### src/rtl/irq_level_pkg.sv
// Constants for the IRQ level and priority control block.
// Assumes an APB slave with 32-bit data and byte addresses.
package irq_level_pkg;

  // ******************************************************************
  // Register byte addresses
  // ******************************************************************
  localparam logic [31:0] ADDR_SOURCE_NUMBER    = 32'h7800_0014;
  localparam logic [31:0] ADDR_IN_SERVICE       = 32'h7800_0018;
  localparam logic [31:0] ADDR_LEVEL_CTRL_HI    = 32'h7800_0024;
  localparam logic [31:0] ADDR_LEVEL_CLEAR      = 32'h7800_0028;
  localparam logic [31:0] ADDR_LEVEL_ENCODE     = 32'h7800_002C;
  localparam logic [31:0] ADDR_EDGE_CLEAR_NUM   = 32'h7BF0_0004;
  localparam logic [31:0] ADDR_UPPER_REQ_STATUS = 32'h7BF0_0010;
  localparam logic [31:0] ADDR_DETECT_MODE      = 32'h7BF0_0014;
  localparam logic [31:0] ADDR_UPPER_LEVEL_CTRL = 32'h7BF0_0018;
  localparam logic [31:0] ADDR_EVT_STATUS       = 32'h7BF0_0040;
  localparam logic [31:0] ADDR_EVT_ENABLE       = 32'h7BF0_0044;
  localparam logic [31:0] ADDR_EVT_CLEAR        = 32'h7BF0_0048;

  // ******************************************************************
  // Field layout
  // ******************************************************************
  localparam int LEVEL_W      = 3;   // Width of one level field
  localparam int LEVEL_STRIDE = 4;   // Bit stride between level fields
  localparam int MODE_STRIDE  = 2;   // Bit stride between detect mode bits
  localparam int SRC_NUM_W    = 7;   // Source number field width
  localparam int FIRST_SRC    = 8;   // Lowest source handled here
  localparam int FIRST_UPPER  = 16;  // Lowest edge-capable source
  localparam int NUM_SRC      = 24;  // Sources 8 to 31
  localparam int NUM_UPPER    = 16;  // Sources 16 to 31
  localparam int IN_SVC_W     = 8;   // In-service bits 7:1, bit 0 unused
  localparam int EVT_W        = 2;   // Event status width
  localparam int EVT_NOTIFY   = 0;   // New IRQ notification raised
  localparam int EVT_EDGE     = 1;   // Edge request captured

  // ******************************************************************
  // Write masks and reset values
  // ******************************************************************
  localparam logic [31:0] LEVEL_FIELDS_MASK = 32'h7777_7777;
  localparam logic [31:0] MODE_BITS_MASK    = 32'h0000_5555;
  localparam logic [31:0] LEVEL_CTRL_RESET  = 32'h0000_0000;
  localparam logic [31:0] DETECT_MODE_RESET = 32'h0000_0000;
  localparam logic [7:0]  IN_SVC_RESET      = 8'h00;
  localparam logic [1:0]  EVT_RESET         = 2'h0;
  localparam logic [2:0]  LEVEL_MASKED      = 3'h0;

endpackage

### src/rtl/irq_level_ctrl.sv
// IRQ level and priority control for sources 8 to 31, APB slave.
// Assumes request inputs are asynchronous and active low.
//
// What this block does
// - Three-bit level per source 8-15, 000 masks
// - Reserved bits read zero; software writes zero
// - Strobe write clears highest in-service bit only
// - Encode register returns highest in-service index
// - Number clear drops edge request, level ignored
// - Upper status shows sources 16-31 pending
// - Write one clears edge-mode status bits only
// - Level mode: input low and level nonzero
// - Raw request flag follows input, ignores level
// - Falling edge sets sticky request until cleared
// - Mode bit per pair, even bits, reset zero
// - Mode bit zero level, one edge detection
// - Source number read sets in-service bit
// - Withhold requests at or below highest in-service level
`timescale 1ns/1ps

module irq_level_ctrl (
  // Clock and reset
  input  wire logic                                      pclk,
  input  wire logic                                      presetn,
  // APB slave
  input  wire logic                                      psel,
  input  wire logic                                      penable,
  input  wire logic                                      pwrite,
  input  wire logic [31:0]                               paddr,
  input  wire logic [31:0]                               pwdata,
  output logic      [31:0]                               prdata,
  output logic                                           pready,
  output logic                                           pslverr,
  // Request inputs for sources 8 to 31, active low
  input  wire logic [irq_level_pkg::NUM_SRC-1:0]         request_inputs_n,
  // IRQ request to the core and event interrupt
  output logic                                           irq_req,
  output logic                                           evt_irq
);

  localparam int NS = irq_level_pkg::NUM_SRC;
  localparam int NU = irq_level_pkg::NUM_UPPER;
  localparam int LW = irq_level_pkg::LEVEL_W;
  localparam int LS = irq_level_pkg::LEVEL_STRIDE;

  // ******************************************************************
  // APB access phase, one wait state
  // ******************************************************************
  logic              pready_q;
  logic [31:0]       prdata_q;
  logic              pslverr_q;
  logic              acc_first;
  logic              acc_done;
  logic              wr_done;
  logic              rd_done;
  logic              hit;
  logic [31:0]       rd_d;

  assign acc_first = psel & penable & ~pready_q;
  assign acc_done  = psel & penable & pready_q;
  assign wr_done   = acc_done & pwrite;
  assign rd_done   = acc_done & ~pwrite;
  assign pready    = pready_q;
  assign prdata    = prdata_q;
  assign pslverr   = pslverr_q;

  // ******************************************************************
  // Register state
  // ******************************************************************
  logic [31:0]                           lvl_ctrl_q;
  logic [31:0]                           upper_lvl_q;
  logic [31:0]                           mode_q;
  logic [irq_level_pkg::IN_SVC_W-1:0]    in_svc_q;
  logic [irq_level_pkg::EVT_W-1:0]       evt_sts_q;
  logic [irq_level_pkg::EVT_W-1:0]       evt_en_q;
  logic [NS-1:0]                         sync1_q;
  logic [NS-1:0]                         sync2_q;
  logic [NS-1:0]                         prev_q;
  logic [NU-1:0]                         edge_q;
  logic [irq_level_pkg::SRC_NUM_W-1:0]   best_num_q;
  logic [LW-1:0]                         best_lvl_q;
  logic                                  irq_req_q;

  // ******************************************************************
  // Per-source level, raw flag, mode and visible status
  // ******************************************************************
  logic [LW-1:0] src_lvl [NS];
  logic [NS-1:0] raw_req;
  logic [NS-1:0] pend;
  logic [NU-1:0] edge_mode;
  logic [NU-1:0] upper_sts;
  logic [NU-1:0] edge_set;
  logic [NU-1:0] edge_clr;
  logic          wr_num_clr;
  logic          wr_sts_clr;

  assign wr_num_clr = wr_done & (paddr == irq_level_pkg::ADDR_EDGE_CLEAR_NUM);
  assign wr_sts_clr = wr_done & (paddr == irq_level_pkg::ADDR_UPPER_REQ_STATUS);

  genvar gi;
  generate
    for (gi = 0; gi < NS; gi++) begin : g_src
      // Raw flag tracks the synchronised pin only
      assign raw_req[gi] = ~sync2_q[gi];
      if (gi < 8) begin : g_lo
        assign src_lvl[gi] = lvl_ctrl_q[LS*gi +: LW];
        assign pend[gi]    = raw_req[gi] & (src_lvl[gi] != irq_level_pkg::LEVEL_MASKED);
      end else begin : g_up
        localparam int U = gi - 8;
        assign src_lvl[gi]  = upper_lvl_q[LS*(U/2) +: LW];
        assign edge_mode[U] = mode_q[irq_level_pkg::MODE_STRIDE*(U/2)];
        // Level mode view, else the sticky edge bit
        assign upper_sts[U] = edge_mode[U] ? edge_q[U] :
                              raw_req[gi] & (src_lvl[gi] != irq_level_pkg::LEVEL_MASKED);
        assign pend[gi]     = upper_sts[U] & (src_lvl[gi] != irq_level_pkg::LEVEL_MASKED);
        // High-to-low transition in edge mode
        assign edge_set[U]  = edge_mode[U] & prev_q[gi] & ~sync2_q[gi];
        // Clears by status write or by number, edge mode only
        assign edge_clr[U]  = edge_mode[U] &
          ((wr_sts_clr & pwdata[U]) |
           (wr_num_clr & (pwdata[irq_level_pkg::SRC_NUM_W-1:0] ==
                          7'(irq_level_pkg::FIRST_UPPER + U))));
      end
    end
  endgenerate

  // Two-stage synchroniser, then a delayed copy for edges
  always_ff @(posedge pclk or negedge presetn) begin
    if (!presetn) begin
      sync1_q <= '1;
      sync2_q <= '1;
      prev_q  <= '1;
    end else begin
      sync1_q <= request_inputs_n;
      sync2_q <= sync1_q;
      prev_q  <= sync2_q;
    end
  end

  // Sticky edge requests, a new edge wins over a clear
  always_ff @(posedge pclk or negedge presetn) begin
    if (!presetn) begin
      edge_q <= '0;
    end else begin
      edge_q <= (edge_q & ~edge_clr) | edge_set;
    end
  end

  // ******************************************************************
  // In-service level
  // ******************************************************************
  logic [LW-1:0]                        cur_lvl;
  logic [irq_level_pkg::IN_SVC_W-1:0]   top_mask;
  logic                                 rd_num;

  // Highest set in-service bit as a binary level
  always_comb begin
    cur_lvl  = '0;
    top_mask = '0;
    for (int k = 1; k < irq_level_pkg::IN_SVC_W; k++) begin
      if (in_svc_q[k]) begin
        cur_lvl  = LW'(k);
        top_mask = irq_level_pkg::IN_SVC_W'(1) << k;
      end
    end
  end

  assign rd_num = rd_done & (paddr == irq_level_pkg::ADDR_SOURCE_NUMBER);

  // Set on source number read, cleared by strobe or write-one
  always_ff @(posedge pclk or negedge presetn) begin
    if (!presetn) begin
      in_svc_q <= irq_level_pkg::IN_SVC_RESET;
    end else if (rd_num && irq_req_q) begin
      in_svc_q[best_lvl_q] <= 1'b1;
    end else if (wr_done && paddr == irq_level_pkg::ADDR_LEVEL_CLEAR) begin
      in_svc_q <= in_svc_q & ~top_mask;
    end else if (wr_done && paddr == irq_level_pkg::ADDR_IN_SERVICE) begin
      in_svc_q <= in_svc_q & ~{pwdata[7:1], 1'b0};
    end
  end

  // ******************************************************************
  // Priority arbitration
  // ******************************************************************
  logic [LW-1:0]                       arb_lvl;
  logic [irq_level_pkg::SRC_NUM_W-1:0] arb_num;

  // Strictly greater keeps the lowest number on ties
  always_comb begin
    arb_lvl = '0;
    arb_num = '0;
    for (int k = 0; k < NS; k++) begin
      if (pend[k] && src_lvl[k] > arb_lvl) begin
        arb_lvl = src_lvl[k];
        arb_num = 7'(irq_level_pkg::FIRST_SRC + k);
      end
    end
  end

  // Registered winner, held back at or below the active level
  always_ff @(posedge pclk or negedge presetn) begin
    if (!presetn) begin
      best_lvl_q <= '0;
      best_num_q <= '0;
      irq_req_q  <= 1'b0;
    end else begin
      best_lvl_q <= arb_lvl;
      best_num_q <= arb_num;
      irq_req_q  <= (arb_lvl > cur_lvl);
    end
  end

  assign irq_req = irq_req_q;

  // ******************************************************************
  // Control registers
  // ******************************************************************
  always_ff @(posedge pclk or negedge presetn) begin
    if (!presetn) begin
      lvl_ctrl_q  <= irq_level_pkg::LEVEL_CTRL_RESET;
      upper_lvl_q <= irq_level_pkg::LEVEL_CTRL_RESET;
      mode_q      <= irq_level_pkg::DETECT_MODE_RESET;
      evt_en_q    <= irq_level_pkg::EVT_RESET;
    end else if (wr_done) begin
      case (paddr)
        irq_level_pkg::ADDR_LEVEL_CTRL_HI:
          lvl_ctrl_q <= pwdata & irq_level_pkg::LEVEL_FIELDS_MASK;
        irq_level_pkg::ADDR_UPPER_LEVEL_CTRL:
          upper_lvl_q <= pwdata & irq_level_pkg::LEVEL_FIELDS_MASK;
        irq_level_pkg::ADDR_DETECT_MODE:
          mode_q <= pwdata & irq_level_pkg::MODE_BITS_MASK;
        irq_level_pkg::ADDR_EVT_ENABLE:
          evt_en_q <= pwdata[irq_level_pkg::EVT_W-1:0];
        default: ;
      endcase
    end
  end

  // ******************************************************************
  // Event status, enable and interrupt
  // ******************************************************************
  logic [irq_level_pkg::EVT_W-1:0] evt_set;
  logic [irq_level_pkg::EVT_W-1:0] evt_clr;
  logic                            irq_req_prev_q;

  assign evt_set[irq_level_pkg::EVT_NOTIFY] = irq_req_q & ~irq_req_prev_q;
  assign evt_set[irq_level_pkg::EVT_EDGE]   = |edge_set;
  assign evt_clr = (wr_done && paddr == irq_level_pkg::ADDR_EVT_CLEAR) ?
                   pwdata[irq_level_pkg::EVT_W-1:0] : '0;

  // Sticky events, a new event wins over a clear
  always_ff @(posedge pclk or negedge presetn) begin
    if (!presetn) begin
      evt_sts_q      <= irq_level_pkg::EVT_RESET;
      irq_req_prev_q <= 1'b0;
    end else begin
      evt_sts_q      <= (evt_sts_q & ~evt_clr) | evt_set;
      irq_req_prev_q <= irq_req_q;
    end
  end

  assign evt_irq = |(evt_sts_q & evt_en_q);

  // ******************************************************************
  // Read mux and APB answer
  // ******************************************************************
  always_comb begin
    rd_d = '0;
    hit  = 1'b1;
    case (paddr)
      irq_level_pkg::ADDR_SOURCE_NUMBER:    rd_d = 32'(best_num_q);
      irq_level_pkg::ADDR_IN_SERVICE:       rd_d = 32'(in_svc_q);
      irq_level_pkg::ADDR_LEVEL_CTRL_HI:    rd_d = lvl_ctrl_q;
      irq_level_pkg::ADDR_LEVEL_CLEAR:      rd_d = '0;
      irq_level_pkg::ADDR_LEVEL_ENCODE:     rd_d = 32'(cur_lvl);
      irq_level_pkg::ADDR_EDGE_CLEAR_NUM:   rd_d = '0;
      irq_level_pkg::ADDR_UPPER_REQ_STATUS: rd_d = 32'(upper_sts);
      irq_level_pkg::ADDR_DETECT_MODE:      rd_d = mode_q;
      irq_level_pkg::ADDR_UPPER_LEVEL_CTRL: rd_d = upper_lvl_q;
      irq_level_pkg::ADDR_EVT_STATUS:       rd_d = 32'(evt_sts_q);
      irq_level_pkg::ADDR_EVT_ENABLE:       rd_d = 32'(evt_en_q);
      irq_level_pkg::ADDR_EVT_CLEAR:        rd_d = '0;
      default:                              hit  = 1'b0;
    endcase
  end

  // Answer one cycle into the access phase
  always_ff @(posedge pclk or negedge presetn) begin
    if (!presetn) begin
      pready_q  <= 1'b0;
      prdata_q  <= '0;
      pslverr_q <= 1'b0;
    end else begin
      pready_q  <= acc_first;
      prdata_q  <= acc_first ? rd_d : '0;
      pslverr_q <= acc_first & ~hit;
    end
  end
endmodule

### config.mk
export PLATFORM = sky130hd
export DESIGN_NAME = irq_level_ctrl
export DESIGN_NICKNAME = d
export VERILOG_FILES = /design/src/rtl/irq_level_pkg.sv /design/src/rtl/irq_level_ctrl.sv
export SDC_FILE = /design/constraint.sdc
export NUM_CORES = 1
export LEC_CHECK = 0
export BUFFER_PORTS_ARGS = -buffer_cell sky130_fd_sc_hd__buf_2
export CAP_MARGIN = 15
export CORE_UTILIZATION = 55
export DETAILED_ROUTE_END_ITERATION = 7
export PLACE_DENSITY = 0.75
export SYNTH_ARGS = -nofsm -noshare
export SYNTH_HDL_FRONTEND = slang
export SYNTH_SLANG_ARGS = --single-unit
### constraint.sdc
create_clock -name pclk -period 33.2 [get_ports pclk]
set_clock_uncertainty 0.15 [all_clocks]
set_input_delay 1.66 -clock pclk [delete_from_list [all_inputs] [get_ports pclk]]
set_output_delay 1.66 -clock pclk [all_outputs]
set_load 0.05 [all_outputs]
==> out/results.ini <==
[outcome]
status=finished clean

[drt]
ant_nets=0
wire_per_inst_um=20.51
dr.pass1.iters=8
drt_iter0_markers=1128
met2_length_um=16930
drc=0
vias=11020
drt_wl_total_um=35620
via_per_inst=6.345
m1WireLength_um=15070
wl_met3_um=2893
maxUsedRoutingLayer=met4

[clocking]
cts.sinks=188
cts_made_buffers=17
postCtsHoldBufs=0
cts_max_path_buffers=2
clkTransAtPathRegs_ns=0.07
htreeDepth=4
clk_latency_ns=0.44
cts-root-buf=clkbuf_16
cts_tree=built

[cells_and_area]
nets=1572
syn2layout_area_growth_pct=15.90
drive_gt1_share_pct=29.55
final_cell_area_mm2=0.01382
antenna_cells=0
stdcell_count=1737
fill_cells=1735

[synthesis]
avgSynthCellArea_um2=9.106
synth_compound_area_share_pct=24.20
synth_adder_area_share_pct=3.758
synth_simple_gate_area_share_pct=20.78
ys_top_cells_by_count=145 x nand2_1, 124 x dfrtp_1, 124 x nor2_1
synth-xor-area-share_pct=0.5038
yosysUniqueCellTypes=114
synth-edff-count=0
synth_top_family_by_area=compound AO/OA/AOI/OAI gates
synth_area_leader_cell=dfrtp_1
ys_top_cells_by_area=dfrtp_1 26%, dfstp_2 14%, nand2_1 4.6%
synth.mux.area_fraction_pct=5.941
ys.flop_type=dfrtp_1
synth_top_area_share_pct=26.03
async_reset_ff_share_pct=100.0
syn-cell-area_mm2=0.01192
ys_warn_count=0
synthCells=1309
ys_seq_area_share_pct=40.14
yosysMostFrequentCell=nand2_1
synth-seq-cells=188

[placed_design]
pre_cts_ws_ns=0.1153
dp_hpwl_um=26120
place_area_mm2=0.01298
dp.cells=1696
portBuffers=120
gp_congestion=0.9735

[die]
start_util_pct=56.35
core_mm2=0.02115
ios=129
rows=53
die_y_um=149.2
dieWidth_um=149.2
dieArea_mm2=0.02227

[sta]
slew_headroom_pct=24.60
max_freq_mhz=31.87
hold-worst-slack_ns=0.2061
worst_pin_slew_ns=1.128
final-hold-violation-count=0
fin_crit_sh_pct=94.50
setup_viol=0
final.setup.worst_slack_ns=1.827
min_period_ns=31.37
slew_violations=0
finalSetupTns_ns=0

[critical_path]
r2r-end=irq_req
required_ns=33.37
critical_path_arrival_ns=31.54
cp_slowest_cell=dfstp_2
reg2reg_from=sync2_q[0]
r2r_cells=163
crit_top_cell=ha_1
startpoint_type=flip-flop
slowest_delay_ns=0.58
rrSetupSlack_ns=1.83
crit_path_max_fanout=6
endpoint_kind=flip-flop
path_class=reg -> reg

[power]
p_leak_nw=5.855
power_density_mw_per_mm2=43.67
ir_drop_uv=38.82

[flow_run]
maxCapViolations=0

[min_path]
min_path_type=reg -> reg
hp-start=sync1_q[5]
min_to=sync2_q[5]
hold-path-cell-count=0

[global_routing]
grt_pass1_wl_um=55770
track_usage_pct=32.48
grt_max_degree=123
overflow=0
grt_pass1_vias=10400
antenna_found_initial=1

[worst max path at each step]
stage | from | endpoint | slack (ns) | cells past startpoint
6_report | sync2_q[0] | irq_req | 1.83 | 163
2_1_floorplan | sync2_q[0] | irq_req | 3.33 | 160
3_3_place_gp | sync2_q[0] | irq_req | 0.61 | 157
5_1_grt | sync2_q[0] | irq_req | -0.13 | 163
3_5_place_dp | sync2_q[0] | irq_req | 0.12 | 160
4_1_cts | sync2_q[0] | irq_req | 0.06 | 159
[critical path, delay by kind of cell, from the launching register on]
family / cells / cell delay (ns)
and+or+nand+nor: 50 / 7.55
adders and majority gates: 25 / 6.82
DFF: 1 / 0.58
AOI/OAI and AO/OA: 74 / 12.32
xor gates and xnor gates: 1 / 0.18
buffers and inverters: 4 / 0.33
muxes: 9 / 3.27
[cell type report]
class / count / area (um2) / area share (%)
Inverter: 65 / 244.0 / 1.766
Tap cell: 275 / 344.1 / 2.490
Clock inverter: 12 / 127.6 / 0.9237
Timing Repair Buffer: 182 / 1075 / 7.779
Multi-Input combinational cell: 995 / 6784 / 49.10
Clock buffer: 20 / 456.7 / 3.306
Sequential cell: 188 / 4785 / 34.63
[cell usage in the layout, fill, tap and decap left out, types with 18 or more instances in the layout]
master,n
a21oi_1,56
o21ai_0,91
mux2_2,46
nand2_1,145
nand3_1,27
nor3_1,36
buf_2,119
dfstp_2,64
dfrtp_1,124
buf_4,62
nor2_1,118
a31oi_1,18
ha_1,27
inv_1,64
a22oi_1,34
[per-stage QoR]
step	total power [mW]	utilization, %
finish	0.6033	65.31
global route	0.6277	65.31
CTS	0.5995	64.13
detailed placement	0.3949	61.37
global placement	0.3910	61.37
floorplan	0.3391	-
[sequential cells by signal, indices dropped and copies added (netlist names), 2 cells and up]
signal and flops:
edge_q 16, in_svc_q 8, evt_sts_q 2, sync2_q 24, sync1_q 24, upper_lvl_q 24
best_num_q 5, prdata 28, evt_en_q 2, best_lvl_q 3, mode_q 8, prev_q 16
lvl_ctrl_q 24
[repair_timing]
action	4_1_cts	5_1_grt
gates cloned	0	0
buffers inserted	0	9
setup endpoints to repair	1	9
pin swaps	0	8
resized for setup	1	48
[power by group]
part	switching [mW]	internal (mW)	total, mW
Sequential	0.00584	0.241	0.247
Combinational	0.0840	0.0669	0.151
Clock	0.0956	0.110	0.206
Total	0.185	0.418	0.603
[kinds of logic (layout without fill, tap and decap cells)]
logic type      after synthesis  after routing
buf+inv                     129            279
xor+xnor                      6              6
other cells                   1              4
fa+ha+maj                    37             37
compound gates              392            392
mux                          62             62
flops                       188            188
simple gates                494            494
[routing by layer]
metal / vias up / track usage, %
met2: 487 / 52.00
met5: - / 0
met3: 66 / 5.749
li1: 5106 / -
met1: 5363 / 44.92
met4: 0 / 9.592
Note: power is estimated with default switching activity, not from simulation.
